<file path="config.mk">
export PLATFORM = sky130hd
export DESIGN_NAME = rtcpt_counter
export DESIGN_NICKNAME = d
export VERILOG_FILES = /design/src/rtcpt_pkg.sv /design/src/rtcpt_tick_if.sv /design/src/rtcpt_counter.sv /design/src/rtcpt_tick_timer.sv
export VERILOG_INCLUDE_DIRS = /design/src
export SDC_FILE = /design/constraint.sdc
export NUM_CORES = 1
export LEC_CHECK = 0
export BUFFER_PORTS_ARGS = -buffer_cell sky130_fd_sc_hd__buf_2
export CAP_MARGIN = 30
export CORE_MARGIN = 2
export CORE_UTILIZATION = 45
export CTS_BUF_LIST = sky130_fd_sc_hd__clkbuf_4 sky130_fd_sc_hd__clkbuf_8
export DETAILED_ROUTE_END_ITERATION = 12
export HOLD_SLACK_MARGIN = 0.03
export PLACE_DENSITY = 0.66
export SLEW_MARGIN = 25
export SYNTH_ARGS = -nofsm -noshare
export SYNTH_HDL_FRONTEND = slang
export SYNTH_HIERARCHICAL = 1
export SYNTH_SLANG_ARGS = --single-unit
</file>
<file path="constraint.sdc">
create_clock -name clk -period 7.3 [get_ports clk]
set_input_delay 1.46 -clock clk [delete_from_list [all_inputs] [get_ports clk]]
set_output_delay 1.46 -clock clk [all_outputs]
set_load 0.05 [all_outputs]
</file>
<file path="src/rtcpt_regs.svh">
`ifndef RTCPT_REGS_SVH
`define RTCPT_REGS_SVH

////////////////////////////////////////////////////////////////////////////
// register indices, byte address is four times the index
`define RTCPT_IDX_STATUS   8'h01
`define RTCPT_IDX_INTFLAGS 8'h03
`define RTCPT_IDX_TEMP     8'h04
`define RTCPT_IDX_CLOCK_SOURCE_SEL   8'h07
`define RTCPT_IDX_CNT_L    8'h08
`define RTCPT_IDX_CNT_H    8'h09
`define RTCPT_IDX_PER_L    8'h0a
`define RTCPT_IDX_PER_H    8'h0b
`define RTCPT_IDX_CMP_L    8'h0c
`define RTCPT_IDX_CMP_H    8'h0d
`define RTCPT_IDX_PIT_CTRL 8'h10
`define RTCPT_IDX_PIT_STAT 8'h11
`define RTCPT_IDX_PIT_IEN  8'h12
`define RTCPT_IDX_PIT_FLAG 8'h13
`define RTCPT_IDX_PIT_DBG  8'h15
`define RTCPT_IDX_EVT_STAT 8'h18
`define RTCPT_IDX_EVT_CLR  8'h19
`define RTCPT_IDX_EVT_EN   8'h1a

////////////////////////////////////////////////////////////////////////////
// reset values
`define RTCPT_RST_CNT      16'h0000
`define RTCPT_RST_PER      16'hffff
`define RTCPT_RST_CMP      16'h0000
`define RTCPT_RST_BYTE     8'h00

////////////////////////////////////////////////////////////////////////////
// field positions
`define RTCPT_CTRL_EN_BIT  0
`define RTCPT_CTRL_IV_LSB  3
`define RTCPT_CTRL_IV_MSB  6
`define RTCPT_STAT_CNT_BIT 1
`define RTCPT_STAT_PER_BIT 2
`define RTCPT_EVT_WRAP     0
`define RTCPT_EVT_MATCH    1
`define RTCPT_EVT_TICK     2

////////////////////////////////////////////////////////////////////////////
// timing, in counting-domain cycles
`define RTCPT_SYNC_CYC     2'h2
`define RTCPT_IV_OFF       4'h0
`define RTCPT_IV_RSVD      4'hf

`endif

</file>
<file path="src/rtcpt_pkg.sv">
package rtcpt_pkg;

  // counting clock source selection
  typedef enum logic [1:0] {
    internal_fast_osc,
    internal_slow_osc,
    crystal_osc,
    external_clock_pin
  } rtcpt_clk_src_t;

  // tick timer state
  typedef struct packed {
    logic [15:0] cnt;
    logic        tick_event;
  } rtcpt_tmr_state_t;

  // main block state
  typedef struct packed {
    logic           pready;
    logic           pslverr;
    logic [31:0]    prdata;
    logic           irq;
    logic           tick_irq;
    logic [7:0]     temp;
    rtcpt_clk_src_t clock_source_sel;
    logic           src_q;
    logic [15:0]    cnt;
    logic [15:0]    per;
    logic [15:0]    cmp;
    logic [15:0]    cnt_new;
    logic [15:0]    per_new;
    logic           cnt_busy;
    logic           per_busy;
    logic [1:0]     cnt_wait;
    logic [1:0]     per_wait;
    logic [4:0]     ctrl_sw;
    logic [4:0]     ctrl_act;
    logic           ctrl_busy;
    logic [1:0]     ctrl_wait;
    logic           pit_ien;
    logic           run_dbg;
    logic [2:0]     evt;
    logic [2:0]     evt_en;
  } rtcpt_state_t;

endpackage : rtcpt_pkg

</file>
<file path="src/rtcpt_tick_if.sv">
`timescale 1ns/1ps
interface rtcpt_tick_if;
  logic       rtc_tick;
  logic       enable;
  logic [3:0] interval;
  logic       halt;
  logic       tick_event;

  modport timer (
    input  rtc_tick,
    input  enable,
    input  interval,
    input  halt,
    output tick_event
  );

  modport owner (
    output rtc_tick,
    output enable,
    output interval,
    output halt,
    input  tick_event
  );
endinterface : rtcpt_tick_if

</file>
<file path="src/rtcpt_counter.sv">
`timescale 1ns/1ps
`include "rtcpt_regs.svh"
// Summary of operation
// - two-bit field picks counting clock source
// - counter is low and high byte, resets zero
// - counter write applies after two counting cycles
// - period bytes read/write, reset all ones
// - period write two cycles, busy meanwhile
// - compare bytes read/write, reset zero
// - interval code selects 4..32768 cycles, 0 off
// - tick control bit 0 enables tick timer
// - tick status shows control sync pending
// - tick request only while irq enable set
// - tick flag set per tick, write one clears
// - debug halt freezes tick unless run bit
// - counter wraps at period, sets wrap flag
// - match flag set when counter equals compare
// - 16-bit access through shared staging byte
module rtcpt_counter (
  // clock and reset
  input  wire logic        clk,
  input  wire logic        rst_n,
  // apb slave
  input  wire logic        psel,
  input  wire logic        penable,
  input  wire logic        pwrite,
  input  wire logic [11:0] paddr,
  input  wire logic [31:0] pwdata,
  output logic      [31:0] prdata,
  output logic             pready,
  output logic             pslverr,
  // counting clock sources
  input  wire logic        internal_fast_osc,
  input  wire logic        internal_slow_osc,
  input  wire logic        crystal_osc,
  input  wire logic        external_clock_pin,
  // debug
  input  wire logic        debug_halt,
  // interrupts
  output logic             irq,
  output logic             tick_irq
);

  rtcpt_pkg::rtcpt_state_t s_r;
  rtcpt_pkg::rtcpt_state_t s_nxt;
  rtcpt_tick_if            tif ();
  logic                    sel_w;
  logic                    tick_w;

  ////////////////////////////////////////////////////////////////////////////
  // helpers
  function automatic logic [15:0] merge16(input logic [7:0] hi,
                                          input logic [7:0] lo);
    merge16 = {hi, lo};
  endfunction : merge16

  function automatic logic reg_hit(input logic [7:0] idx, input logic wr);
    case (idx)
      `RTCPT_IDX_STATUS, `RTCPT_IDX_INTFLAGS, `RTCPT_IDX_TEMP,
      `RTCPT_IDX_CLOCK_SOURCE_SEL, `RTCPT_IDX_CNT_L, `RTCPT_IDX_CNT_H,
      `RTCPT_IDX_PER_L, `RTCPT_IDX_PER_H, `RTCPT_IDX_CMP_L,
      `RTCPT_IDX_CMP_H, `RTCPT_IDX_PIT_CTRL, `RTCPT_IDX_PIT_IEN,
      `RTCPT_IDX_PIT_FLAG, `RTCPT_IDX_PIT_DBG, `RTCPT_IDX_EVT_EN:
        reg_hit = 1'b1;
      `RTCPT_IDX_PIT_STAT, `RTCPT_IDX_EVT_STAT:
        reg_hit = !wr;
      `RTCPT_IDX_EVT_CLR:
        reg_hit = wr;
      default:
        reg_hit = 1'b0;
    endcase
  endfunction : reg_hit

  ////////////////////////////////////////////////////////////////////////////
  // counting clock source and its rising edge
  always_comb begin
    case (s_r.clock_source_sel)
      rtcpt_pkg::internal_fast_osc:  sel_w = internal_fast_osc;
      rtcpt_pkg::internal_slow_osc:  sel_w = internal_slow_osc;
      rtcpt_pkg::crystal_osc:        sel_w = crystal_osc;
      rtcpt_pkg::external_clock_pin: sel_w = external_clock_pin;
      default:                       sel_w = 1'b0;
    endcase
  end

  assign tick_w = sel_w && !s_r.src_q;

  ////////////////////////////////////////////////////////////////////////////
  // tick timer
  rtcpt_tick_timer #(
    .TICK_W (16)
  ) u_timer (
    .clk   (clk),
    .rst_n (rst_n),
    .tif   (tif.timer)
  );

  assign tif.enable   = s_r.ctrl_act[`RTCPT_CTRL_EN_BIT];
  assign tif.interval = s_r.ctrl_act[4:1];
  assign tif.halt     = debug_halt && !s_r.run_dbg;

  ////////////////////////////////////////////////////////////////////////////
  // next state
  always_comb begin
    logic        access;
    logic        done;
    logic        wr;
    logic        rd;
    logic [7:0]  idx;
    logic [7:0]  wb;
    logic [15:0] cnt_inc;
    logic [2:0]  set;
    logic [2:0]  clr;
    logic [31:0] rdat;
    access  = 1'b0;
    done    = 1'b0;
    wr      = 1'b0;
    rd      = 1'b0;
    idx     = paddr[9:2];
    wb      = pwdata[7:0];
    cnt_inc = 16'h0000;
    set     = 3'h0;
    clr     = 3'h0;
    rdat    = 32'h0000_0000;
    s_nxt   = s_r;

    // selected source level, kept for edge detect
    s_nxt.src_q = sel_w;

    // counter, wrap and match
    if (tick_w) begin
      if (s_r.cnt_busy) begin
        if (s_r.cnt_wait <= 2'h1) begin
          s_nxt.cnt      = s_r.cnt_new;
          s_nxt.cnt_busy = 1'b0;
        end else begin
          s_nxt.cnt_wait = s_r.cnt_wait - 2'h1;
        end
      end else begin
        if (s_r.cnt == s_r.per) begin
          cnt_inc                 = 16'h0000;
          set[`RTCPT_EVT_WRAP]    = 1'b1;
        end else begin
          cnt_inc = s_r.cnt + 16'h0001;
        end
        s_nxt.cnt = cnt_inc;
        if (cnt_inc == s_r.cmp) begin
          set[`RTCPT_EVT_MATCH] = 1'b1;
        end
      end
      if (s_r.per_busy) begin
        if (s_r.per_wait <= 2'h1) begin
          s_nxt.per      = s_r.per_new;
          s_nxt.per_busy = 1'b0;
        end else begin
          s_nxt.per_wait = s_r.per_wait - 2'h1;
        end
      end
      if (s_r.ctrl_busy) begin
        if (s_r.ctrl_wait <= 2'h1) begin
          s_nxt.ctrl_act  = s_r.ctrl_sw;
          s_nxt.ctrl_busy = 1'b0;
        end else begin
          s_nxt.ctrl_wait = s_r.ctrl_wait - 2'h1;
        end
      end
    end
    set[`RTCPT_EVT_TICK] = tif.tick_event;

    // apb handshake, answer in the second access cycle
    access        = psel && penable;
    done          = access && s_r.pready;
    wr            = done && pwrite;
    rd            = done && !pwrite;
    s_nxt.pready  = access && !s_r.pready;
    s_nxt.pslverr = 1'b0;
    if (access && !s_r.pready) begin
      s_nxt.pslverr = !reg_hit(idx, pwrite) || paddr[11:10] != 2'h0 ||
                      paddr[1:0] != 2'h0;
    end

    // read data
    case (idx)
      `RTCPT_IDX_STATUS: begin
        rdat[`RTCPT_STAT_CNT_BIT] = s_r.cnt_busy;
        rdat[`RTCPT_STAT_PER_BIT] = s_r.per_busy;
      end
      `RTCPT_IDX_INTFLAGS: rdat[1:0] = s_r.evt[1:0];
      `RTCPT_IDX_TEMP:     rdat[7:0] = s_r.temp;
      `RTCPT_IDX_CLOCK_SOURCE_SEL:   rdat[1:0] = s_r.clock_source_sel;
      `RTCPT_IDX_CNT_L:    rdat[7:0] = s_r.cnt[7:0];
      `RTCPT_IDX_CNT_H:    rdat[7:0] = s_r.temp;
      `RTCPT_IDX_PER_L:    rdat[7:0] = s_r.per[7:0];
      `RTCPT_IDX_PER_H:    rdat[7:0] = s_r.temp;
      `RTCPT_IDX_CMP_L:    rdat[7:0] = s_r.cmp[7:0];
      `RTCPT_IDX_CMP_H:    rdat[7:0] = s_r.temp;
      `RTCPT_IDX_PIT_CTRL: begin
        rdat[`RTCPT_CTRL_EN_BIT] = s_r.ctrl_sw[0];
        rdat[`RTCPT_CTRL_IV_MSB:`RTCPT_CTRL_IV_LSB] = s_r.ctrl_sw[4:1];
      end
      `RTCPT_IDX_PIT_STAT: rdat[0] = s_r.ctrl_busy;
      `RTCPT_IDX_PIT_IEN:  rdat[0] = s_r.pit_ien;
      `RTCPT_IDX_PIT_FLAG: rdat[0] = s_r.evt[`RTCPT_EVT_TICK];
      `RTCPT_IDX_PIT_DBG:  rdat[0] = s_r.run_dbg;
      `RTCPT_IDX_EVT_STAT: rdat[2:0] = s_r.evt;
      `RTCPT_IDX_EVT_EN:   rdat[2:0] = s_r.evt_en;
      default:             rdat = 32'h0000_0000;
    endcase
    if (access && !s_r.pready) begin
      s_nxt.prdata = rdat;
    end

    // low-byte reads stage the high byte
    if (rd) begin
      case (idx)
        `RTCPT_IDX_CNT_L: s_nxt.temp = s_r.cnt[15:8];
        `RTCPT_IDX_PER_L: s_nxt.temp = s_r.per[15:8];
        `RTCPT_IDX_CMP_L: s_nxt.temp = s_r.cmp[15:8];
        default:          s_nxt.temp = s_nxt.temp;
      endcase
    end

    // writes
    if (wr && paddr[1:0] == 2'h0 && paddr[11:10] == 2'h0) begin
      case (idx)
        `RTCPT_IDX_INTFLAGS: clr[1:0] = wb[1:0];
        `RTCPT_IDX_CLOCK_SOURCE_SEL:
          s_nxt.clock_source_sel = rtcpt_pkg::rtcpt_clk_src_t'(wb[1:0]);
        `RTCPT_IDX_TEMP,
        `RTCPT_IDX_CNT_L,
        `RTCPT_IDX_PER_L,
        `RTCPT_IDX_CMP_L: s_nxt.temp = wb;
        `RTCPT_IDX_CNT_H: begin
          s_nxt.cnt_new  = merge16(wb, s_r.temp);
          s_nxt.cnt_busy = 1'b1;
          s_nxt.cnt_wait = `RTCPT_SYNC_CYC;
        end
        `RTCPT_IDX_PER_H: begin
          s_nxt.per_new  = merge16(wb, s_r.temp);
          s_nxt.per_busy = 1'b1;
          s_nxt.per_wait = `RTCPT_SYNC_CYC;
        end
        `RTCPT_IDX_CMP_H: s_nxt.cmp = merge16(wb, s_r.temp);
        `RTCPT_IDX_PIT_CTRL: begin
          s_nxt.ctrl_sw   = {wb[`RTCPT_CTRL_IV_MSB:`RTCPT_CTRL_IV_LSB],
                             wb[`RTCPT_CTRL_EN_BIT]};
          s_nxt.ctrl_busy = 1'b1;
          s_nxt.ctrl_wait = `RTCPT_SYNC_CYC;
        end
        `RTCPT_IDX_PIT_IEN:  s_nxt.pit_ien = wb[0];
        `RTCPT_IDX_PIT_FLAG: clr[`RTCPT_EVT_TICK] = wb[0];
        `RTCPT_IDX_PIT_DBG:  s_nxt.run_dbg = wb[0];
        `RTCPT_IDX_EVT_CLR:  clr = wb[2:0];
        `RTCPT_IDX_EVT_EN:   s_nxt.evt_en = wb[2:0];
        default:             clr = 3'h0;
      endcase
    end

    // sticky events, set wins over clear
    s_nxt.evt      = (s_r.evt & ~clr) | set;
    s_nxt.irq      = |(s_nxt.evt & s_nxt.evt_en);
    s_nxt.tick_irq = s_nxt.evt[`RTCPT_EVT_TICK] && s_nxt.pit_ien;
  end

  ////////////////////////////////////////////////////////////////////////////
  // state register
  always_ff @(posedge clk or negedge rst_n) begin
    if (!rst_n) begin
      s_r          <= '0;
      s_r.cnt      <= `RTCPT_RST_CNT;
      s_r.per      <= `RTCPT_RST_PER;
      s_r.per_new  <= `RTCPT_RST_PER;
      s_r.cmp      <= `RTCPT_RST_CMP;
      s_r.temp     <= `RTCPT_RST_BYTE;
    end else begin
      s_r <= s_nxt;
    end
  end

  ////////////////////////////////////////////////////////////////////////////
  // outputs
  assign prdata   = s_r.prdata;
  assign pready   = s_r.pready;
  assign pslverr  = s_r.pslverr;
  assign irq      = s_r.irq;
  assign tick_irq = s_r.tick_irq;
  assign tif.rtc_tick = tick_w;

endmodule : rtcpt_counter

</file>
<file path="src/rtcpt_tick_timer.sv">
`timescale 1ns/1ps
`include "rtcpt_regs.svh"
module rtcpt_tick_timer #(
  parameter int TICK_W = 16
) (
  // clock and reset
  input wire logic  clk,
  input wire logic  rst_n,
  // control and event
  rtcpt_tick_if.timer tif
);

  if (TICK_W != 16) begin : g_chk
    $error("rtcpt_tick_timer needs TICK_W of 16");
  end

  rtcpt_pkg::rtcpt_tmr_state_t s_r;
  rtcpt_pkg::rtcpt_tmr_state_t s_nxt;

  function automatic logic [15:0] last_count(input logic [3:0] iv);
    last_count = 16'((17'h1 << (iv + 4'h1)) - 17'h1);
  endfunction : last_count

  ////////////////////////////////////////////////////////////////////////////
  // interval counter
  always_comb begin
    s_nxt            = s_r;
    s_nxt.tick_event = 1'b0;
    if (!tif.enable || tif.interval == `RTCPT_IV_OFF ||
        tif.interval == `RTCPT_IV_RSVD) begin
      s_nxt.cnt = 16'h0000;
    end else if (tif.rtc_tick && !tif.halt) begin
      if (s_r.cnt >= last_count(tif.interval)) begin
        s_nxt.cnt        = 16'h0000;
        s_nxt.tick_event = 1'b1;
      end else begin
        s_nxt.cnt = s_r.cnt + 16'h0001;
      end
    end
  end

  always_ff @(posedge clk or negedge rst_n) begin
    if (!rst_n) begin
      s_r <= '0;
    end else begin
      s_r <= s_nxt;
    end
  end

  assign tif.tick_event = s_r.tick_event;

endmodule : rtcpt_tick_timer

</file>
## After elaboration in Yosys (flattened, before gate mapping)

Index checks and enable logic that the tools add are counted.
W data, S select, Z words.

- Memory bits (writable): 0
- Input port bits: 54
- Bits in registers: 147
- Logic and storage cells: 169
- Latch bits: 0
- Output and inout port bits: 36
- Memories: 0
- ROM bits: 0

- Multiply operators: 0
- Divide/modulo/power cells: 0
- Order comparisons: 4
- Bitwise operators: 4
- $add $sub $neg: 7
- Shifts and indexed selects: 1
- Equal/unequal tests: 25
- Multiplexer cells: 56
- Reductions and logical operators: 45

Operator list:

| operator | number |
|---|---|
| $mux W16 | 7 |
| $eq A8 B5 Y1 const B | 8 |
| $eq A8 B4 Y1 const B | 6 |
| $add A16 B1 Y16 const B | 2 |
| $eq A16 B16 Y1 | 2 |
| $pmux W8 S3 | 1 |
| $mux W2 | 11 |
| $pmux W4 S5 | 1 |
| $mux W3 | 6 |
| $mux W17 | 1 |
| $eq A8 B3 Y1 const B | 2 |
| $ge A16 B16 Y1 | 1 |
| $mux W8 | 2 |
| $shl A1 B4 Y16 const A | 1 |
| $sub A16 B1 Y16 const B | 1 |
| $mux W1 | 15 |
| $reduce_or A15 Y1 | 1 |
| $reduce_and A2 Y1 | 7 |
| $pmux W1 S12 | 1 |
| $logic_and A1 B1 Y1 | 11 |
| $mux W11 | 1 |
| $mux W10 | 1 |
| $mux W5 | 2 |
| $eq A8 B1 Y1 const B | 1 |
| other kinds (26) | 50 |

## Longest topological paths before layout

- Depth in word-level cells: 11
- Mapped depth: 15

## Hierarchy

The synthesis kept the hierarchy.

By module, submodules not included:

| module | times used | area each (µm²) | seq. area each (µm²) | cells an instance |
|---|---|---|---|---|
| rtcpt_counter | 1 | 7280.7 | 3293.2 | 705 |
| rtcpt_tick_timer | 1 | 1764.2 | 425.4 | 212 |

## Worst setup path before layout

OpenSTA, ideal clock, no wires.

- Path kind: register to register
- Start: register s_r[12] (netlist bit)
- End: register u_timer/s_r[8] (netlist bit)
- Required time: 7.165 ns
- Slack: 3.915 ns
- Cell stages (with the launch flop): 15
- Clock period less this slack: 3.385 ns
- Arrival time: 3.250 ns
- Path buffers: 3
- Cell sequence: dfrtp_1 > buf_6 > or4_4 > ha_1 > clkbuf_1 > nor2b_1 > a31oi_1 > o22a_1 > ha_1 > nand4_1 > a211o_1 > o31a_2 > buf_6 > a41oi_2 > a31oi_1

- Word-level cells in the longest chain between the ends: 7
- Elaborated cells between the ends (all ways): 12
- Classes of those cells: add/sub (2); order compare (1); eq/ne (1); shift (1); mux (3); reduce/logical (4)

Ends and longest elaborated chain:

| item | RTL line | text |
|---|---|---|
| from (decl) | rtcpt_counter.sv:44 | `rtcpt_pkg::rtcpt_state_t s_r;` |
| from (signal assigned) | rtcpt_counter.sv:276 | `s_r <= s_nxt;` |
| $add A4 B1 Y4 | rtcpt_tick_timer.sv:21 | `last_count = 16'((17'h1 << (iv + 4'h1)) - 17'h1);` |
| $shl A1 B4 Y16 | rtcpt_tick_timer.sv:21 |  |
| $sub A16 B1 Y16 | rtcpt_tick_timer.sv:21 |  |
| $ge A16 B16 Y1 | rtcpt_tick_timer.sv:33 | `if (s_r.cnt >= last_count(tif.interval)) begin` |
| $mux W16 | rtcpt_tick_timer.sv:33 |  |
| $mux W17 | rtcpt_tick_timer.sv:32 | `end else if (tif.rtc_tick && !tif.halt) begin` |
| $mux W16 | rtcpt_tick_timer.sv:29 | `` if (!tif.enable \|\| tif.interval == `RTCPT_IV_OFF \|\| `` |
| to (signal assigned) | rtcpt_tick_timer.sv:46 | `s_r <= s_nxt;` |
| to (decl) | rtcpt_tick_timer.sv:17 | `rtcpt_pkg::rtcpt_tmr_state_t s_r;` |

Parallel ways exist; a longest one is shown, timed or not. The select of a mux whose other input is x is not followed.
A chain may end at the register's enable or synchronous reset.

## Final worst setup path

- Start: register s_r[14] (netlist bit)
- End: register u_timer/s_r[16] (netlist bit)

Same word-level chain as after synthesis.

==> impl_metrics.xml <==
<?xml version="1.0" encoding="UTF-8"?>
<metrics>
  <group name="status">
    <metric name="run_status" unit="">complete, no violations</metric>
  </group>
  <group name="routing">
    <metric name="total_vias_in_the_final_route" unit="">7094</metric>
    <metric name="detail_route.wl_per_cell" unit="µm">19.17</metric>
    <metric name="drc_errors" unit="">0</metric>
    <metric name="post_detailed_routing_wire_length" unit="µm">22890</metric>
    <metric name="route.detailed.vias_per_inst" unit="">5.941</metric>
    <metric name="drt-pass1-iter-count" unit="">8</metric>
    <metric name="antenna_violating_nets_post_route" unit="">0</metric>
    <metric name="drt-initial-drc-count" unit="">597</metric>
  </group>
  <group name="synth">
    <metric name="synth_seq_cells" unit="">147</metric>
    <metric name="yosys.area_share.simple" unit="%">16.64</metric>
    <metric name="synth-edff-count" unit="">0</metric>
    <metric name="count_of_synthesis_stage_warnings_from_yosys" unit="">6</metric>
    <metric name="syn_area" unit="µm²">9045</metric>
    <metric name="post_synth_mux_area_share" unit="%">12.03</metric>
    <metric name="synth_cells" unit="">917</metric>
    <metric name="synth_top_family_by_area" unit="">simple AND/OR/NAND/NOR gates</metric>
    <metric name="post_synth_xor_area_fraction" unit="%">3.680</metric>
    <metric name="avgSynthCellArea" unit="µm²">9.864</metric>
    <metric name="synth-compound-area-share" unit="%">15.73</metric>
    <metric name="synth_ff_type" unit="">sky130_fd_sc_hd__dfrtp_1</metric>
    <metric name="synth_sequential_area_ratio" unit="%">41.11</metric>
    <metric name="synthDistinctLibCells" unit="">81</metric>
    <metric name="synth-async-reset-ratio" unit="%">100.0</metric>
    <metric name="synthAdderAreaFrac" unit="%">3.458</metric>
  </group>
  <group name="clocking">
    <metric name="insertion_delay" unit="ns">0.47</metric>
    <metric name="postCtsSetupRepairBufs" unit="">0</metric>
    <metric name="clock_tree.htree_level_count" unit="">4</metric>
    <metric name="cts_resized" unit="">0</metric>
    <metric name="tritoncts_clock_tree" unit="">yes</metric>
    <metric name="clock_root_cell" unit="">sky130_fd_sc_hd__clkbuf_8</metric>
    <metric name="clk_pin_slew" unit="ns">0.09</metric>
    <metric name="cts.path.max_buffers" unit="">2</metric>
    <metric name="cts-hold-fix-buffers" unit="">0</metric>
    <metric name="cts.sink_count" unit="">147</metric>
    <metric name="tritoncts.num_buffers" unit="">17</metric>
  </group>
  <group name="die">
    <metric name="die_w" unit="µm">145.8</metric>
    <metric name="fp-row-count" unit="">51</metric>
    <metric name="die_area" unit="µm²">21250</metric>
    <metric name="core_area" unit="µm²">19590</metric>
    <metric name="die_h" unit="µm">145.8</metric>
    <metric name="io-pin-count" unit="">90</metric>
    <metric name="starting_density_of_the_core" unit="%">46.17</metric>
  </group>
  <group name="global_route">
    <metric name="globalRouteMet1Util" unit="%">29.91</metric>
    <metric name="vias_in_the_first_global_route" unit="">6622</metric>
    <metric name="globalRouteTotalUtil" unit="%">21.74</metric>
    <metric name="global_route.peak_usage_layer" unit="">met2</metric>
    <metric name="grt_first_pass_wirelength" unit="µm">36550</metric>
    <metric name="grtUsageMet2" unit="%">34.34</metric>
    <metric name="grt_max_degree" unit="">86</metric>
    <metric name="global_route.usage.met3" unit="%">4.671</metric>
    <metric name="grt.overflow.total" unit="">0</metric>
    <metric name="antenna_violations_before_repair" unit="">0</metric>
  </group>
  <group name="worst_hold_path">
    <metric name="worst_hold_startpoint" unit="">prdata[0]</metric>
    <metric name="timing.hold.worst.class" unit="">reg2reg</metric>
    <metric name="hold_depth" unit="">2</metric>
    <metric name="min_delay_worst_endpoint" unit="">prdata[0]</metric>
  </group>
  <group name="timing">
    <metric name="fmaxAchievable" unit="GHz">0.2463</metric>
    <metric name="timing_max_transition_violations_final" unit="">0</metric>
    <metric name="setup-violations-final" unit="">0</metric>
    <metric name="rsz0062_at_grt" unit="">false</metric>
    <metric name="tcrit_tclk_final" unit="%">55.61</metric>
    <metric name="layout_min_cycle_time" unit="ns">4.060</metric>
    <metric name="final-hold-violation-count" unit="">0</metric>
    <metric name="tightestPinTransition" unit="ns">1.009</metric>
    <metric name="fin_skew" unit="ns">0.01564</metric>
    <metric name="finalSetupTns" unit="ns">0</metric>
    <metric name="timing.slew.headroom" unit="%">32.50</metric>
  </group>
  <group name="cells_and_area">
    <metric name="layout.filler_cells" unit="">1843</metric>
    <metric name="mostFrequentLayoutCells" unit="">sky130_fd_sc_hd__dfrtp_1, sky130_fd_sc_hd__mux2_2, sky130_fd_sc_hd__nand2_1</metric>
    <metric name="final_util" unit="%">49.15</metric>
    <metric name="antenna_cells_inserted" unit="">0</metric>
    <metric name="area_delta_synth_final" unit="%">6.460</metric>
    <metric name="multi_input_area" unit="µm²">4757</metric>
    <metric name="fraction_of_layout_cells_with_a_size_suffix_above_1" unit="%">25.08</metric>
    <metric name="commonest_non_fill_non_tap_cell_in_the_layout" unit="">sky130_fd_sc_hd__dfrtp_1</metric>
    <metric name="seqCellArea" unit="µm²">3719</metric>
    <metric name="nets" unit="">995</metric>
  </group>
  <group name="flow_run">
    <metric name="drv.max_cap_violation_count" unit="">0</metric>
  </group>
  <group name="setup_path">
    <metric name="ff2ff_setup_slack" unit="ns">3.24</metric>
    <metric name="r2r_worst_path_depth" unit="">12</metric>
    <metric name="endpoint_kind" unit="">register</metric>
    <metric name="crit_top_cell" unit="">sky130_fd_sc_hd__ha_1</metric>
    <metric name="cp_slowest_stage_delay" unit="ns">0.61</metric>
    <metric name="timing.critical_path.cells" unit="">or4_4, ha_1, nor2b_1, a31oi_1, o22a_1, ha_1, nand4_1, o21bai_1, a22oi_2, buf_4, nand3_1, o211ai_1</metric>
    <metric name="regToRegStartpoint" unit="">s_r[14]</metric>
    <metric name="worst_path_cell_with_the_longest_stage_delay" unit="">sky130_fd_sc_hd__dfrtp_1</metric>
    <metric name="crit-reg2reg-capture" unit="">u_timer/s_r[16]</metric>
    <metric name="cp.required" unit="ns">7.69</metric>
    <metric name="crit_buf_inv" unit="">1</metric>
    <metric name="arrival" unit="ns">4.45</metric>
    <metric name="crit_family" unit="">simple AND/OR/NAND/NOR gates</metric>
    <metric name="crit_path_category" unit="">reg2reg</metric>
    <metric name="worstSetupStartpointType" unit="">register</metric>
    <metric name="top_fanout_value_on_the_critical_path" unit="">20</metric>
  </group>
  <group name="placed_design">
    <metric name="dp_hpwl" unit="µm">15530</metric>
    <metric name="place.port_buffers" unit="">41</metric>
    <metric name="place.gp.congestion" unit="">0.9130</metric>
  </group>
  <group name="power_and_ir_drop">
    <metric name="total_leakage_power" unit="nW">4.147</metric>
    <metric name="power.density_cell_area" unit="nW/µm²">184.5</metric>
    <metric name="vdd.ir_drop.worst" unit="mV">0.1439</metric>
  </group>
</metrics>
## registers in the layout, indices dropped and copies added, names as in the netlist
register                cells
u_timer/tif.tick_event      1
u_timer/s_r                16
prdata                      8
pslverr                     1
s_r                       118
pready                      1
irq                         1
tick_irq                    1
## layer usage
metal / wire, µm / vias up
li1: - / 3314
met2: 10630 / 268
met4: 422 / 0
met3: 1625 / 35
met1: 10210 / 3477
met5: 0 / -
## kinds of logic (layout without fill, tap and decap cells)
group                    count (synthesis)  in the layout
AND/OR/NAND/NOR                        274            274
XOR/XNOR                                38             38
other                                    2             25
buffers and inverters                  124            113
flip-flops                             147            147
adder cells (fa/ha/maj)                 25             25
AO/OA/AOI/OAI                          212            212
multiplexers                            95             95
## cells in the mapped netlist, drive strengths merged, types with 4 or more instances
cell type / instances / area (µm²)
dfrtp: 115 / 2878
mux2: 90 / 1013
nand2: 85 / 319.1
buf: 62 / 422.9
o21ai: 62 / 310.3
a21oi: 40 / 200.2
nor2: 34 / 135.1
xnor2: 34 / 297.8
clkbuf: 32 / 121.4
dfstp: 32 / 840.8
inv: 30 / 112.6
nand3: 30 / 172.7
nand4: 30 / 202.7
nor3: 30 / 171.4
ha: 25 / 312.8
a22oi: 17 / 132.6
a222oi: 12 / 120.1
nor4: 10 / 96.35
a31oi: 9 / 56.30
o22ai: 9 / 56.30
nand2b: 8 / 50.05
nor2b: 8 / 52.55
and3: 7 / 43.79
o21a: 7 / 52.55
a41oi: 6 / 75.08
or3: 6 / 37.54
a32oi: 5 / 43.79
and2: 5 / 31.28
nand3b: 5 / 50.05
o211ai: 5 / 37.54
o31a: 4 / 36.29
o31ai: 4 / 30.03
xor2: 4 / 35.03
## tightest hold or removal path: cells and delay by family, from the launching register on
kind	cells	cell delay, ns
AND/OR/NAND/NOR	1	0.04
flip-flops	1	0.35
AO/OA/AOI/OAI	1	0.06
## final cells by class
cell class	count	area share [%]
Clock inverter	14	1.611
Timing Repair Buffer	51	3.183
Sequential cell	147	38.62
Multi-Input combinational cell	669	49.40
Clock buffer	18	2.573
Tap cell	265	3.443
Inverter	30	1.169
## where the power goes
group | switching [W] | internal [W] | leakage [nW] | total (W)
combinational | 0.000149 | 0.0000791 | 2.04 | 0.000228
sequential | 0.0000505 | 0.000831 | 1.90 | 0.000881
clock | 0.000372 | 0.000296 | 0.205 | 0.000668
## worst max path at each step
| stage | startpoint | end | slack [ns] | cells past startpoint |
|---|---|---|---|---|
| after global placement | paddr[6] | s_r[117] | 3.28 | 9 |
| after CTS | s_r[14] | u_timer/s_r[16] | 3.27 | 12 |
| after detailed placement | paddr[6] | s_r[111] | 3.26 | 9 |
| after global routing | s_r[14] | u_timer/s_r[10] | 2.95 | 12 |
| after floorplan | s_r[12] | u_timer/s_r[8] | 3.92 | 14 |
| final | s_r[14] | u_timer/s_r[16] | 3.24 | 12 |
## metrics by stage
stage               total power, W  cell area [µm²]  setup slack, ns  hold WS, ns  cells
finish                    0.001777             9629            3.241       0.4818   1194
global route              0.001846             9629            2.953       0.5120   1194
CTS                       0.001784             9629            3.271       0.4871   1194
detailed placement        0.001120             9226            3.260       0.4647   1162
global placement          0.001115             9198            3.279       0.4602   1161
floorplan                 0.001066             9131            3.915       0.4310    940
(Power assumes the default switching activity.)
